--- config.mk ---
export PLATFORM = sky130hd
export DESIGN_NAME = pbaf_port_b_override
export DESIGN_NICKNAME = d
export VERILOG_FILES = /design/src/pbaf_change_detect.v /design/src/pbaf_pin_cell.v /design/src/pbaf_port_b_override.v
export VERILOG_INCLUDE_DIRS = /design/src
export SDC_FILE = /design/constraint.sdc
export NUM_CORES = 1
export LEC_CHECK = 0
export ABC_CLOCK_PERIOD_IN_PS = 1070
export CAP_MARGIN = 20
export CORE_MARGIN = 2
export CORE_UTILIZATION = 55
export CTS_CLUSTER_DIAMETER = 200
export CTS_CLUSTER_SIZE = 12
export DETAILED_ROUTE_END_ITERATION = 7
export DONT_BUFFER_PORTS = 1
export HOLD_SLACK_MARGIN = 0.06
export PLACE_DENSITY_LB_ADDON = 0.3
export SETUP_SLACK_MARGIN = 0.2
export SYNTH_ARGS = -nofsm -noshare
export SYNTH_HDL_FRONTEND = slang
export SYNTH_SLANG_ARGS = --single-unit
export TNS_END_PERCENT = 1
--- constraint.sdc ---
create_clock -name mclk -period 1.07 [get_ports mclk]
set_clock_uncertainty 0.15 [all_clocks]
set_input_delay 0.0535 -clock mclk [delete_from_list [all_inputs] [get_ports mclk]]
set_output_delay 0.0535 -clock mclk [all_outputs]
set_load 0.02 [all_outputs]
--- src/pbaf_regs.vh ---
/*
  constants for the port b alternate-function override block: clock source
  codes, serial unit mode codes and bit positions of the control inputs.
  assumes it is included by bare name from the pbaf design files.
*/
`ifndef PBAF_REGS_VH
`define PBAF_REGS_VH

// chip clock source selection, decoded from the clock fuses outside
`define PBAF_CLK_RC        2'h0
`define PBAF_CLK_EXT       2'h1
`define PBAF_CLK_PLL       2'h2
`define PBAF_CLK_XTAL      2'h3

// universal serial unit wire mode
`define PBAF_SER_OFF       2'h0
`define PBAF_SER_THREE     2'h1
`define PBAF_SER_TWO       2'h2

// bit of the general irq mask register that enables external irq zero
`define PBAF_IRQ0_EN_BIT   6
// bits of the counter0 control register selecting the external clock
`define PBAF_CS_HI         2
`define PBAF_CS_MID        1

// pin indices
`define PBAF_PIN_RESET     7
`define PBAF_PIN_IRQ0      6
`define PBAF_PIN_XOUT      5
`define PBAF_PIN_XIN       4
`define PBAF_PIN_OCB       3
`define PBAF_PIN_SCK       2
`define PBAF_PIN_DO        1
`define PBAF_PIN_DIN       0

// reset values of the registered outputs
`define PBAF_RST_BYTE      8'h00
`define PBAF_RST_HIGH      1'h1

`endif

--- src/pbaf_change_detect.v ---
/*
  pin-change detector: compares the gated digital inputs with the previous
  sample and raises a one-cycle pulse per group for any armed pin that moved.
  assumes inputs are synchronous to mclk.
*/
`timescale 1ns/1ps
`include "pbaf_regs.vh"
module pbaf_change_detect #(
  parameter WIDTH = 8,
  parameter SPLIT = 4
) (
  mclk,
  resetn,
  din,
  armed,
  change_high,
  change_low
);
  input  wire             mclk;
  input  wire             resetn;
  input  wire [WIDTH-1:0] din;
  input  wire [WIDTH-1:0] armed;
  output reg              change_high;
  output reg              change_low;

  reg  [WIDTH-1:0] prev_reg;
  reg              primed_reg;
  wire [WIDTH-1:0] moved;

  // masked pins still update the history so unmasking cannot fire stale edges
  assign moved = (din ^ prev_reg) & armed;

  always @(posedge mclk or negedge resetn) begin
    if (!resetn) begin
      prev_reg    <= {WIDTH{1'b0}};
      primed_reg  <= 1'b0;
      change_high <= 1'b0;
      change_low  <= 1'b0;
    end else begin
      // first edge only loads history, so a pin idling high gives no false pulse
      prev_reg    <= din;
      primed_reg  <= 1'b1;
      change_high <= primed_reg & (|moved[WIDTH-1:SPLIT]);
      change_low  <= primed_reg & (|moved[SPLIT-1:0]);
    end
  end
endmodule

--- src/pbaf_pin_cell.v ---
/*
  one port pin's override merge: combines the port register bits with
  override enables and values into pull-up, driver enable, output value
  and digital input enable. purely combinational; caller registers outputs.
*/
`timescale 1ns/1ps
module pbaf_pin_cell (
  port_bit,
  dir_bit,
  sleep_mode,
  pu_ovr_en,
  pu_ovr_val,
  dir_ovr_en,
  dir_ovr_val,
  val_ovr_en,
  val_ovr_val,
  die_ovr_en,
  die_ovr_val,
  pullup_en,
  drive_en,
  drive_val,
  din_en
);
  input  wire port_bit;
  input  wire dir_bit;
  input  wire sleep_mode;
  input  wire pu_ovr_en;
  input  wire pu_ovr_val;
  input  wire dir_ovr_en;
  input  wire dir_ovr_val;
  input  wire val_ovr_en;
  input  wire val_ovr_val;
  input  wire die_ovr_en;
  input  wire die_ovr_val;
  output wire pullup_en;
  output wire drive_en;
  output wire drive_val;
  output wire din_en;

  // the pull-up follows the port bit only while the pin is an input
  assign pullup_en = pu_ovr_en  ? pu_ovr_val  : (port_bit & ~dir_bit);
  assign drive_en  = dir_ovr_en ? dir_ovr_val : dir_bit;
  assign drive_val = val_ovr_en ? val_ovr_val : port_bit;
  // digital inputs are cut in sleep to save power unless kept alive
  assign din_en    = die_ovr_en ? die_ovr_val : ~sleep_mode;
endmodule

--- src/pbaf_port_b_override.v ---
/*
  port b alternate-function override for a small 8-bit controller.
  steers each pin between plain i/o and reset, external irq, counter clock,
  oscillator, compare/pwm and serial-unit functions, gates pin-change irqs
  and keeps digital inputs alive in sleep. all outputs are registered.
  assumes every input is synchronous to mclk; pads resolve from drive_en.
*/
// Functional notes
// - top pin is reset while fuse reads one
// - reset pin: pull-up on, driver, input off
// - reset use masks top pin change irq
// - unmasked enabled change irq keeps input awake
// - change irq needs global, group enable, unmasked
// - sixth pin feeds external irq zero
// - both upper clock bits select counter0 pin
// - irq zero or counter clock masks change
// - oscillator output pin free for rc/ext/pll
// - oscillator input pin free for rc/pll
// - crystal masks both pins' change irq, ext clock the input's
// - compare b reaches pin three if output
// - compare b output masks its change irq
// - programming forces input; three-wire uses direction
// - two-wire clock low on port zero/start
// - two-wire mode removes clock pin pull-up
// - inverted pwm b needs serial off, output
// - inverted b or serial clock masks change
// - three-wire data out replaces port value
// - port bit still drives data pin pull-up
// - compare a needs output, no programming/serial
// - compare a or data out masks change
// - two-wire data low on port or shift zero
`timescale 1ns/1ps
`include "pbaf_regs.vh"
module pbaf_port_b_override #(
  parameter WIDTH = 8
) (
  mclk,
  resetn,
  pin_in,
  port_out_reg,
  direction_reg,
  sleep_mode,
  reset_pin_disable_fuse,
  global_irq_en,
  pin_change_group_high,
  pin_change_group_low,
  general_irq_mask_reg,
  counter0_control_reg,
  clock_source,
  timer1_compare_a_en,
  timer1_compare_a_wave,
  timer1_compare_b_en,
  timer1_compare_b_wave,
  spi_program_en,
  ser_wire_mode,
  ser_start_detect,
  ser_data_out,
  ser_clock_out,
  ser_shift_msb,
  pad_drive_en,
  pad_drive_val,
  pad_pullup_en,
  digital_in,
  ext_reset_n,
  external_irq_zero,
  counter0_ext_clock_in,
  oscillator_input_pin,
  pin_change_irq_high,
  pin_change_irq_low
);
  input  wire             mclk;
  input  wire             resetn;
  input  wire [WIDTH-1:0] pin_in;
  input  wire [WIDTH-1:0] port_out_reg;
  input  wire [WIDTH-1:0] direction_reg;
  input  wire             sleep_mode;
  input  wire             reset_pin_disable_fuse;
  input  wire             global_irq_en;
  input  wire             pin_change_group_high;
  input  wire             pin_change_group_low;
  input  wire [7:0]       general_irq_mask_reg;
  input  wire [7:0]       counter0_control_reg;
  input  wire [1:0]       clock_source;
  input  wire             timer1_compare_a_en;
  input  wire             timer1_compare_a_wave;
  input  wire             timer1_compare_b_en;
  input  wire             timer1_compare_b_wave;
  input  wire             spi_program_en;
  input  wire [1:0]       ser_wire_mode;
  input  wire             ser_start_detect;
  input  wire             ser_data_out;
  input  wire             ser_clock_out;
  input  wire             ser_shift_msb;
  output reg  [WIDTH-1:0] pad_drive_en;
  output reg  [WIDTH-1:0] pad_drive_val;
  output reg  [WIDTH-1:0] pad_pullup_en;
  output reg  [WIDTH-1:0] digital_in;
  output reg              ext_reset_n;
  output reg              external_irq_zero;
  output reg              counter0_ext_clock_in;
  output reg              oscillator_input_pin;
  output wire             pin_change_irq_high;
  output wire             pin_change_irq_low;

  // override vectors, one bit per pin
  reg  [WIDTH-1:0] pu_oe;
  reg  [WIDTH-1:0] pu_ov;
  reg  [WIDTH-1:0] dd_oe;
  reg  [WIDTH-1:0] dd_ov;
  reg  [WIDTH-1:0] pv_oe;
  reg  [WIDTH-1:0] pv_ov;
  reg  [WIDTH-1:0] die_oe;
  reg  [WIDTH-1:0] die_ov;
  reg  [WIDTH-1:0] pc_mask;
  wire [WIDTH-1:0] pc_group;
  wire [WIDTH-1:0] pc_armed;
  wire [WIDTH-1:0] cell_pullup;
  wire [WIDTH-1:0] cell_drive_en;
  wire [WIDTH-1:0] cell_drive_val;
  wire [WIDTH-1:0] cell_din_en;
  wire [WIDTH-1:0] din_gated;

  function ser_is;
    input [1:0] mode;
    input [1:0] want;
    begin
      ser_is = (mode == want);
    end
  endfunction

  wire reset_pin_used = reset_pin_disable_fuse;
  wire irq0_en        = general_irq_mask_reg[`PBAF_IRQ0_EN_BIT];
  wire irq0_level_on  = irq0_en & global_irq_en;
  wire cnt0_ext_clock = counter0_control_reg[`PBAF_CS_HI] &
                        counter0_control_reg[`PBAF_CS_MID];
  wire xout_io        = (clock_source == `PBAF_CLK_RC)  |
                        (clock_source == `PBAF_CLK_EXT) |
                        (clock_source == `PBAF_CLK_PLL);
  wire xin_io         = (clock_source == `PBAF_CLK_RC)  |
                        (clock_source == `PBAF_CLK_PLL);
  wire xin_ext_clock  = (clock_source == `PBAF_CLK_EXT);
  wire ser_three      = ser_is(ser_wire_mode, `PBAF_SER_THREE);
  wire ser_two        = ser_is(ser_wire_mode, `PBAF_SER_TWO);
  wire ser_on         = ser_three | ser_two;
  wire pwm_b_inv_on   = timer1_compare_b_en & ~ser_on & ~spi_program_en;
  wire pwm_a_free     = ~ser_on & ~spi_program_en;
  wire pwm_a_on       = timer1_compare_a_en & pwm_a_free;

  // group membership: upper four pins are the high group
  assign pc_group = {{(WIDTH-4){pin_change_group_high}}, {4{pin_change_group_low}}};
  assign pc_armed = {WIDTH{global_irq_en}} & pc_group & ~pc_mask;

  always @* begin
    pu_oe   = {WIDTH{1'b0}};
    pu_ov   = {WIDTH{1'b0}};
    dd_oe   = {WIDTH{1'b0}};
    dd_ov   = {WIDTH{1'b0}};
    pv_oe   = {WIDTH{1'b0}};
    pv_ov   = {WIDTH{1'b0}};
    die_oe  = {WIDTH{1'b0}};
    die_ov  = {WIDTH{1'b0}};
    pc_mask = {WIDTH{1'b0}};

    // top pin as reset: pull-up on, driver off, input cut
    if (reset_pin_used) begin
      pu_oe[`PBAF_PIN_RESET]  = 1'b1;
      pu_ov[`PBAF_PIN_RESET]  = 1'b1;
      dd_oe[`PBAF_PIN_RESET]  = 1'b1;
      die_oe[`PBAF_PIN_RESET] = 1'b1;
      pc_mask[`PBAF_PIN_RESET] = 1'b1;
    end

    // sixth pin: irq zero and counter clock keep their input awake
    pc_mask[`PBAF_PIN_IRQ0] = irq0_level_on | cnt0_ext_clock;
    if (irq0_en | cnt0_ext_clock) begin
      die_oe[`PBAF_PIN_IRQ0] = 1'b1;
      die_ov[`PBAF_PIN_IRQ0] = 1'b1;
    end

    // oscillator pins: claimed pins lose pull-up and driver
    if (!xout_io) begin
      pu_oe[`PBAF_PIN_XOUT]   = 1'b1;
      dd_oe[`PBAF_PIN_XOUT]   = 1'b1;
      die_oe[`PBAF_PIN_XOUT]  = 1'b1;
      pc_mask[`PBAF_PIN_XOUT] = 1'b1;
    end
    if (!xin_io) begin
      pu_oe[`PBAF_PIN_XIN]   = 1'b1;
      dd_oe[`PBAF_PIN_XIN]   = 1'b1;
      die_oe[`PBAF_PIN_XIN]  = 1'b1;
      pc_mask[`PBAF_PIN_XIN] = 1'b1;
    end
    // an external clock still needs the input buffer, even in sleep
    if (xin_ext_clock) begin
      die_ov[`PBAF_PIN_XIN] = 1'b1;
    end

    // pin three: compare b drives only when the direction bit is set
    if (timer1_compare_b_en) begin
      pv_oe[`PBAF_PIN_OCB]   = 1'b1;
      pv_ov[`PBAF_PIN_OCB]   = timer1_compare_b_wave;
      pc_mask[`PBAF_PIN_OCB] = 1'b1;
    end

    // pin two: serial clock or inverted pwm b
    if (spi_program_en) begin
      dd_oe[`PBAF_PIN_SCK] = 1'b1;
      dd_ov[`PBAF_PIN_SCK] = 1'b0;
    end else if (ser_three) begin
      // direction bit picks master (drive) or slave (listen)
      pv_oe[`PBAF_PIN_SCK] = 1'b1;
      pv_ov[`PBAF_PIN_SCK] = ser_clock_out;
    end else if (ser_two) begin
      // open drain: only ever drives low, released otherwise
      pu_oe[`PBAF_PIN_SCK] = 1'b1;
      dd_oe[`PBAF_PIN_SCK] = 1'b1;
      dd_ov[`PBAF_PIN_SCK] = direction_reg[`PBAF_PIN_SCK] &
                             (~port_out_reg[`PBAF_PIN_SCK] | ser_start_detect);
      pv_oe[`PBAF_PIN_SCK] = 1'b1;
    end else if (pwm_b_inv_on) begin
      pv_oe[`PBAF_PIN_SCK] = 1'b1;
      pv_ov[`PBAF_PIN_SCK] = ~timer1_compare_b_wave;
    end
    pc_mask[`PBAF_PIN_SCK] = pwm_b_inv_on | ser_on;

    // pin one: serial data out or compare a
    if (spi_program_en) begin
      pv_oe[`PBAF_PIN_DO] = 1'b0;
    end else if (ser_three) begin
      // pull-up left to the port bit through the cell
      pv_oe[`PBAF_PIN_DO] = 1'b1;
      pv_ov[`PBAF_PIN_DO] = ser_data_out;
    end else if (pwm_a_on) begin
      pv_oe[`PBAF_PIN_DO] = 1'b1;
      pv_ov[`PBAF_PIN_DO] = timer1_compare_a_wave;
    end
    pc_mask[`PBAF_PIN_DO] = pwm_a_on | ser_three;

    // lowest pin: two-wire data, or inverted compare a
    if (ser_two && !spi_program_en) begin
      pu_oe[`PBAF_PIN_DIN] = 1'b1;
      dd_oe[`PBAF_PIN_DIN] = 1'b1;
      dd_ov[`PBAF_PIN_DIN] = direction_reg[`PBAF_PIN_DIN] &
                             (~port_out_reg[`PBAF_PIN_DIN] | ~ser_shift_msb);
      pv_oe[`PBAF_PIN_DIN] = 1'b1;
    end else if (pwm_a_on) begin
      pv_oe[`PBAF_PIN_DIN] = 1'b1;
      pv_ov[`PBAF_PIN_DIN] = ~timer1_compare_a_wave;
    end
    pc_mask[`PBAF_PIN_DIN] = pwm_a_on | ser_on;

    // unmasked, enabled change irq keeps each remaining input awake
    die_oe = die_oe | pc_armed;
    die_ov = die_ov | pc_armed;
    // reset pin input stays cut whatever the change enables say
    if (reset_pin_used) begin
      die_ov[`PBAF_PIN_RESET] = 1'b0;
    end
  end

  genvar gi;
  generate
    for (gi = 0; gi < WIDTH; gi = gi + 1) begin : g_pin
      pbaf_pin_cell u_cell (
        .port_bit    (port_out_reg[gi]),
        .dir_bit     (direction_reg[gi]),
        .sleep_mode  (sleep_mode),
        .pu_ovr_en   (pu_oe[gi]),
        .pu_ovr_val  (pu_ov[gi]),
        .dir_ovr_en  (dd_oe[gi]),
        .dir_ovr_val (dd_ov[gi]),
        .val_ovr_en  (pv_oe[gi]),
        .val_ovr_val (pv_ov[gi]),
        .die_ovr_en  (die_oe[gi]),
        .die_ovr_val (die_ov[gi]),
        .pullup_en   (cell_pullup[gi]),
        .drive_en    (cell_drive_en[gi]),
        .drive_val   (cell_drive_val[gi]),
        .din_en      (cell_din_en[gi])
      );
    end
  endgenerate

  assign din_gated = pin_in & cell_din_en;

  always @(posedge mclk or negedge resetn) begin
    if (!resetn) begin
      pad_drive_en          <= `PBAF_RST_BYTE;
      pad_drive_val         <= `PBAF_RST_BYTE;
      pad_pullup_en         <= `PBAF_RST_BYTE;
      digital_in            <= `PBAF_RST_BYTE;
      ext_reset_n           <= `PBAF_RST_HIGH;
      external_irq_zero     <= 1'b0;
      counter0_ext_clock_in <= 1'b0;
      oscillator_input_pin  <= 1'b0;
    end else begin
      pad_drive_en          <= cell_drive_en;
      pad_drive_val         <= cell_drive_val;
      pad_pullup_en         <= cell_pullup;
      digital_in            <= din_gated;
      // reset is an analog path, so it bypasses the cut digital input
      ext_reset_n           <= reset_pin_used ? pin_in[`PBAF_PIN_RESET] : 1'b1;
      external_irq_zero     <= irq0_en & din_gated[`PBAF_PIN_IRQ0];
      counter0_ext_clock_in <= cnt0_ext_clock & din_gated[`PBAF_PIN_IRQ0];
      oscillator_input_pin  <= xin_ext_clock & pin_in[`PBAF_PIN_XIN];
    end
  end

  // fires on output pins too: it watches the pad, not the port register
  pbaf_change_detect #(
    .WIDTH (WIDTH),
    .SPLIT (4)
  ) u_change (
    .mclk        (mclk),
    .resetn      (resetn),
    .din         (din_gated),
    .armed       (pc_armed),
    .change_high (pin_change_irq_high),
    .change_low  (pin_change_irq_low)
  );
endmodule

==> summary.txt, run 1 <==
Power
  – Peak supply drop: 1.40 mV
  – Register share of total power: 0.539
  – P_sw: 779 uW
  – Clock power share: 0.324
  – Internal power: 2370 uW
  – LEAKAGE: 0.00105 uW
  – Power Total: 3150 uW
  – PwrDens: 1390 mW/mm^2
  – Combinational Power Share: 0.137
  – Net Sw Frac: 0.247

Die
  – Area of the core: 0.00276 mm^2
  – FP Rows: 19
  – Die Y: 57.8 um
  – Die width: 57.8 um
  – Ports: 98
  – Initial core utilization: 0.578
  – Die area: 0.00334 mm^2

Synthesis
  – Post-synth cell types: 41
  – Post-synthesis register bit count: 39
  – Cells after Synth: 131
  – Syn nets: 194
  – Register area share after synthesis: 0.614
  – Number of enable flip-flop cells after synthesis: 0
  – Asr flop ratio synth: 1.00
  – Yosys warning total: 0
  – Synth Area per Inst: 12.2 um^2
  – Predominant post-synthesis flop cell: dfrtp_1
  – Synth Cell Area: 0.00159 mm^2

Worst setup path
  – Critical path arrival: 1300 ps
  – R2r startpoint: u_change.prev_reg[3]$_DFF_PN0_
  – WS Path Type: register to register
  – Required time of the critical path: 1200 ps
  – Worst r2r dst: u_change.change_low$_DFF_PN0_
  – CP startpoint kind: register
  – R2R cell count: 3
  – Setup crit end kind: register
  – CP max FO: 2
  – R2R setup slack: -100 ps

Finish
  – Layout cell share with drive strength beyond 1: 0.323
  – Multi-input logic area: 617 um^2
  – Filler instances: 141
  – Nets: 248
  – Non-Filler Instances: 217
  – Antenna cells: 0
  – Register area: 0.00100 mm^2
  – P&R area growth vs syn: 42.8%

GRT
  – Met1 usage: 0.274
  – First-pass GRT wire length: 6240 um
  – Met3 Use GR: 0.0804
  – Busiest grt layer: met2
  – Total gr overflow: 0
  – Initial antenna violation count: 0
  – Vias in the first global route: 1335
  – GR Util met2: 0.456
  – Pin count of the biggest net entering global routing: 40
  – GRT Total Usage: 0.251

Detailed routing
  – Antenna viol nets, final: 0
  – DRT iter0 DRCs: 27
  – Final wirelength: 3850 um
  – Detailed-route DRC error count: 0
  – Vias/cell: 5.59
  – Detailed Routing Iterations Pass 1: 4
  – WL/cell: 17.8 um
  – Via count: 1213

Place
  – RD Place Congestion: 0.808
  – Port bufs: 0
  – Post-place setup slack: -246 ps
  – Hpwl dp: 2250 um
  – Cells after DPL: 175

STA
  – Tcrit/Tclk final: 1.09
  – Setup Viol. Count Final: 11
  – Hold Vio Cnt, Final: 55
  – RSZ-0062 raised after global routing: true
  – WHS: -768 ps
  – Max Slew Vio Count: 0
  – Worst Slack Setup Final: -101 ps
  – Final min period: 1170 ps
  – Setup_tns: -578 ps
  – Max Fclk: 0.854 GHz

Outcome
  – Failing checks: negative hold slack, negative setup slack
  – Status: finished with violations

Clocking
  – Longest Clk Path Bufs: 2
  – Clock-pin slew on the worst setup and hold paths: 120 ps
  – CTS H-tree depth: 2
  – Clock sinks: 39
  – Root Driver: clkbuf_4
  – CTS Buf Count: 5
  – TritonCTS clock tree: done
  – Worst-skew pair later-pin latency: 340 ps

Worst hold path
  – Hold Crit Class: input pin to async pin

Flow run
  – Max-cap violation count: 0
==> logic make-up (layout without fill, tap and decap cells) <==
family / Yosys count / in the layout / share of synthesized area
adder cells (fa/ha/maj): 3 / 3 / 0.0236
multiplexers: 2 / 2 / 0.0134
buffers and inverters: 10 / 65 / 0.0306
AO/OA/AOI/OAI: 28 / 28 / 0.130
AND/OR/NAND/NOR: 44 / 44 / 0.164
flip-flops: 39 / 39 / 0.614
XOR/XNOR: 4 / 4 / 0.0220
other: 1 / 1 / 0.00235
==> worst max-delay path by stage <==
| stage | end | slack, ps | startpoint | depth (start not counted) |
|---|---|---|---|---|
| floorplan | u_change.change_low$_DFF_PN0_ | -180 | ser_wire_mode[0] | 6 |
| detailed placement | u_change.change_low$_DFF_PN0_ | -250 | ser_wire_mode[0] | 6 |
| global placement | u_change.change_low$_DFF_PN0_ | -210 | ser_wire_mode[0] | 6 |
| CTS | u_change.change_low$_DFF_PN0_ | -120 | u_change.prev_reg[3]$_DFF_PN0_ | 3 |
| finish | u_change.change_low$_DFF_PN0_ | -100 | u_change.prev_reg[3]$_DFF_PN0_ | 3 |
| global route | u_change.change_low$_DFF_PN0_ | -170 | u_change.prev_reg[3]$_DFF_PN0_ | 3 |
==> timing repair <==
| action | in CTS | in global routing |
|---|---|---|
| setup endpoints to repair | 43 | 52 |
| pin swaps | 1 | 5 |
| setup buffers | 0 | 0 |
| hold buffers | 33 | 1 |
| hold endpoints to repair | 77 | 60 |
| gates resized for setup | 13 | 32 |
==> worst max-delay path, stage by stage (launching register included) <==
cell and delay, ps:
dfrtp_1 420, xnor2_1 130, o32ai_1 240, o21a_1 170
==> metrics by stage <==
stage           util  area (um^2)
5_1_grt        0.825         2270
3_3_place_gp   0.632         1740
6_report       0.825         2270
4_1_cts        0.797         2200
3_5_place_dp   0.632         1740
2_1_floorplan      -         1610
==> cell usage after synthesis (all sizes together) (2+ instances only) <==
master  count  area, um^2
buf         2        18.8
a211oi      3        27.5
a21boi      3        22.5
ha          3        37.5
nor2b       9        56.3
nor2        6        22.5
o21ai       3        15.0
nor3b       4        30.0
a21oi       4        20.0
and3        2        13.8
and3b       3        26.3
o21a        2        15.0
dfrtp      38         951
xnor2       4        35.0
a31oi       4        25.0
nand2b      4        25.0
nand2       5        18.8
nor3        2        10.0
a21o        2        15.0
inv         7        26.3
and2        4        25.0
==> layout by cell type, fill, tap and decap left out, drive strengths merged, types with 2 or more instances in the layout <==
master,n
a21oi,4
dlygate4sd3,28
buf,16
dfrtp,38
nand2b,4
xnor2,4
dlymetal6s4s,6
a21boi,3
inv,7
ha,3
and3b,3
a211oi,3
o21ai,3
a31oi,4
a21o,2
nand2,5
and3,2
o21a,2
nor3b,4
clkbuf,6
nor3,2
nor2,6
and2,4
nor2b,9
==> final cells by class <==
cell class                      count  share of cell area
Multi-Input combinational cell     82               0.271
Sequential cell                    39               0.441
Timing Repair Buffer               50               0.221
Tap cell                           31              0.0171
Inverter                            7              0.0127
Clock inverter                      2              0.0154
Clock buffer                        6              0.0226
==> routing by layer <==
| metal | wire length, um | share of wire |
|---|---|---|
| met5 | 0 | 0 |
| met4 | 75 | 0.019 |
| met3 | 292 | 0.076 |
| met1 | 1450 | 0.38 |
| met2 | 2040 | 0.53 |
==> power groups by stage <==
stage	clock network, uW	logic, uW	registers (uW)
CTS	1050	400	1690
global placement	0	255	1710
floorplan	0	171	1730
detailed placement	0	263	1710
global route	1110	470	1710
finish	1020	430	1700
No activity file was read; power rests on OpenSTA's default activity.
==> inputs of run 2 (changes only) <==
Settings changed: SKIP_CTS_REPAIR_TIMING from default to 1.
==> run 2 against run 1 <==
Compared with the run above: the flow still finishes with violations (negative hold slack, negative setup slack); largest cell class unchanged; highest routed layer unchanged; power shrank 0.47%; sequential power is essentially flat; via count shrank 0.66%; critical path type is now input pin to register; cell count is the same; setup slack lost 22 ps; die area is the same; wire length shrank 2.3%; first-iteration DRC count grew 7.4%; fmax shrank 1.9%.
==> summary.txt, run 2 (synthesis gave the netlist of run 1 again) <==
Die
  – Die area: 0.00334 mm^2 (unchanged)
  – FP Rows: 19 (unchanged)
  – Initial core utilization: 0.578 (unchanged)
  – Die Y: 57.8 um (unchanged)
  – Ports: 98 (unchanged)
  – Area of the core: 0.00276 mm^2 (unchanged)
  – Die width: 57.8 um (unchanged)

Worst setup path
  – Required time of the critical path: 1130 ps (was 1200 ps)
  – Critical-path cell list: dlygate4sd3_1 -> nand2b_1 -> a21oi_1 -> a31oi_1 -> a41oi_1 (was xnor2_1 -> o32ai_1 -> o21a_1)
  – Critical path arrival: 1250 ps (was 1300 ps)
  – Worst path slowest cell: dlygate4sd3_1 (was dfrtp_1)
  – CP max FO: 8 (was 2)
  – Buf/Inv on CP: 1 (was 0)
  – CP startpoint kind: input pin (was register)
  – R2r startpoint: u_change.prev_reg[3]$_DFF_PN0_ (unchanged)
  – CP max stage delay: 730 ps (was 420 ps)
  – Top delay family on crit path: buffers and inverters (was flip-flops)
  – WS Path Type: input pin to register (was register to register)
  – Setup crit end kind: register (unchanged)
  – Critical Path Start: clock_source[0] (was u_change.prev_reg[3]$_DFF_PN0_)

Outcome
  – Failing checks: negative hold slack, negative setup slack (unchanged)
  – Status: finished with violations (unchanged)

Clocking
  – Longest Clk Path Bufs: 2 (unchanged)
  – TritonCTS clock tree: done (unchanged)
  – Clock-pin slew on the worst setup and hold paths: 120 ps (about the same)
  – Worst-skew pair later-pin latency: 340 ps (about the same)
  – Root Driver: clkbuf_4 (unchanged)
  – Clock sinks: 39 (unchanged)
  – CTS H-tree depth: 2 (unchanged)
  – CTS Buf Count: 5 (unchanged)

Place
  – Hpwl dp: 2250 um (unchanged)
  – Cells after DPL: 175 (unchanged)
  – Port bufs: 0 (unchanged)
  – RD Place Congestion: 0.808 (unchanged)
  – Post-place setup slack: -246 ps (unchanged)

STA
  – Worst Slack Setup Final: -123 ps (was -101 ps)
  – Setup Viol. Count Final: 14 (was 11)
  – Final min period: 1190 ps (was 1170 ps)
  – Max Slew Vio Count: 0 (unchanged)
  – Tcrit/Tclk final: 1.12 (was 1.09)
  – Hold Vio Cnt, Final: 53 (was 55)
  – Max Fclk: 0.838 GHz (was 0.854 GHz)
  – WHS: -763 ps (was -768 ps)
  – RSZ-0062 raised after global routing: true (unchanged)

Detailed routing
  – Antenna viol nets, final: 0 (unchanged)
  – Final wirelength: 3770 um (was 3850 um)
  – Via count: 1205 (was 1213)
  – Vias/cell: 5.55 (was 5.59)
  – DRT iter0 DRCs: 29 (was 27)
  – WL/cell: 17.4 um (was 17.8 um)
  – Detailed Routing Iterations Pass 1: 4 (unchanged)
  – Detailed-route DRC error count: 0 (unchanged)

Finish
  – Commonest non-fill, non-tap cells in the layout: 34 x dlygate4sd3_1, 21 x dfrtp_1, 17 x dfrtp_2 (was 28 x dlygate4sd3_1, 20 x dfrtp_2, 18 x dfrtp_1)
  – Nets: 248 (unchanged)
  – Antenna cells: 0 (unchanged)
  – Layout cell share with drive strength beyond 1: 0.301 (was 0.323)
  – P&R area growth vs syn: 41.2% (was 42.8%)
  – Commonest non-fill, non-tap cell in the layout: dlygate4sd3_1 (unchanged)
  – Non-Filler Instances: 217 (unchanged)

Power
  – Power Total: 3140 uW (was 3150 uW)
  – PwrDens: 1390 mW/mm^2 (about the same)
  – Peak supply drop: 1.26 mV (was 1.40 mV)
  – LEAKAGE: 0.00101 uW (was 0.00105 uW)

GRT
  – First-pass GRT wire length: 4590 um (was 6240 um)
  – Pin count of the biggest net entering global routing: 40 (unchanged)
  – Initial antenna violation count: 0 (unchanged)
  – GRT Total Usage: 0.185 (was 0.251)
  – Total gr overflow: 0 (unchanged)
  – Vias in the first global route: 1005 (was 1335)

Worst hold path
  – Hold Crit Class: input pin to async pin (unchanged)

Flow run
  – Max-cap violation count: 0 (unchanged)
==> run 2: changes by cell type in the layout (fill, tap and decap cells not counted), sizes merged <==
cell and delta:
dlygate4sd3 +6, dlymetal6s4s -6
==> run 2: layer usage <==
metal | track usage | part of all wire | vias up
met3 | 0.0893 | 0.079 | 5
met1 | 0.217 | 0.39 | 579
li1 | - | - | 561
met5 | 0 | 0 | -
met4 | 0.0698 | 0.0069 | 0
met2 | 0.294 | 0.52 | 60
==> run 2: final timing paths <==
path                                                  end  slack, ps  depth (start not counted)
min reg2reg                 u_change.change_low$_DFF_PN0_        360                          1
max                        u_change.change_high$_DFF_PN0_       -120                          5
min in group mclk              pad_drive_val[2]$_DFF_PN0_       -340                          1
max in group asynchronous           ext_reset_n$_DFF_PN1_       1350                          0
min                            pad_drive_val[2]$_DFF_PN0_       -760                          0
max reg2reg                 u_change.change_low$_DFF_PN0_       -110                          3
==> run 2: cell type report <==
class,count,area [um^2]
clock buffers,6,51.3
clock inverters,2,35.0
fillers,143,509
inverters,7,26.3
multi-input cells,82,612
flip-flops and latches,39,998
well taps,31,38.8
repair buffers,50,487
==> run 2: per-stage QoR <==
| step | TNS (ps) | hold WS, ps | utilization | area (um^2) |
|---|---|---|---|---|
| global placement | -760 | -391 | 0.632 | 1740 |
| global route | -1320 | -803 | 0.815 | 2250 |
| detailed placement | -1010 | -391 | 0.632 | 1740 |
| CTS | -778 | -786 | 0.663 | 1830 |
| floorplan | -560 | -392 | - | 1610 |
| finish | -673 | -763 | 0.815 | 2250 |
==> run 2: where the power goes <==
group / leakage [uW] / switching [uW] / internal, uW
Combinational: 0.000491 / 178 / 246
Clock: 0.0000482 / 463 / 552
Sequential: 0.000466 / 130 / 1570
Total: 0.00101 / 771 / 2370
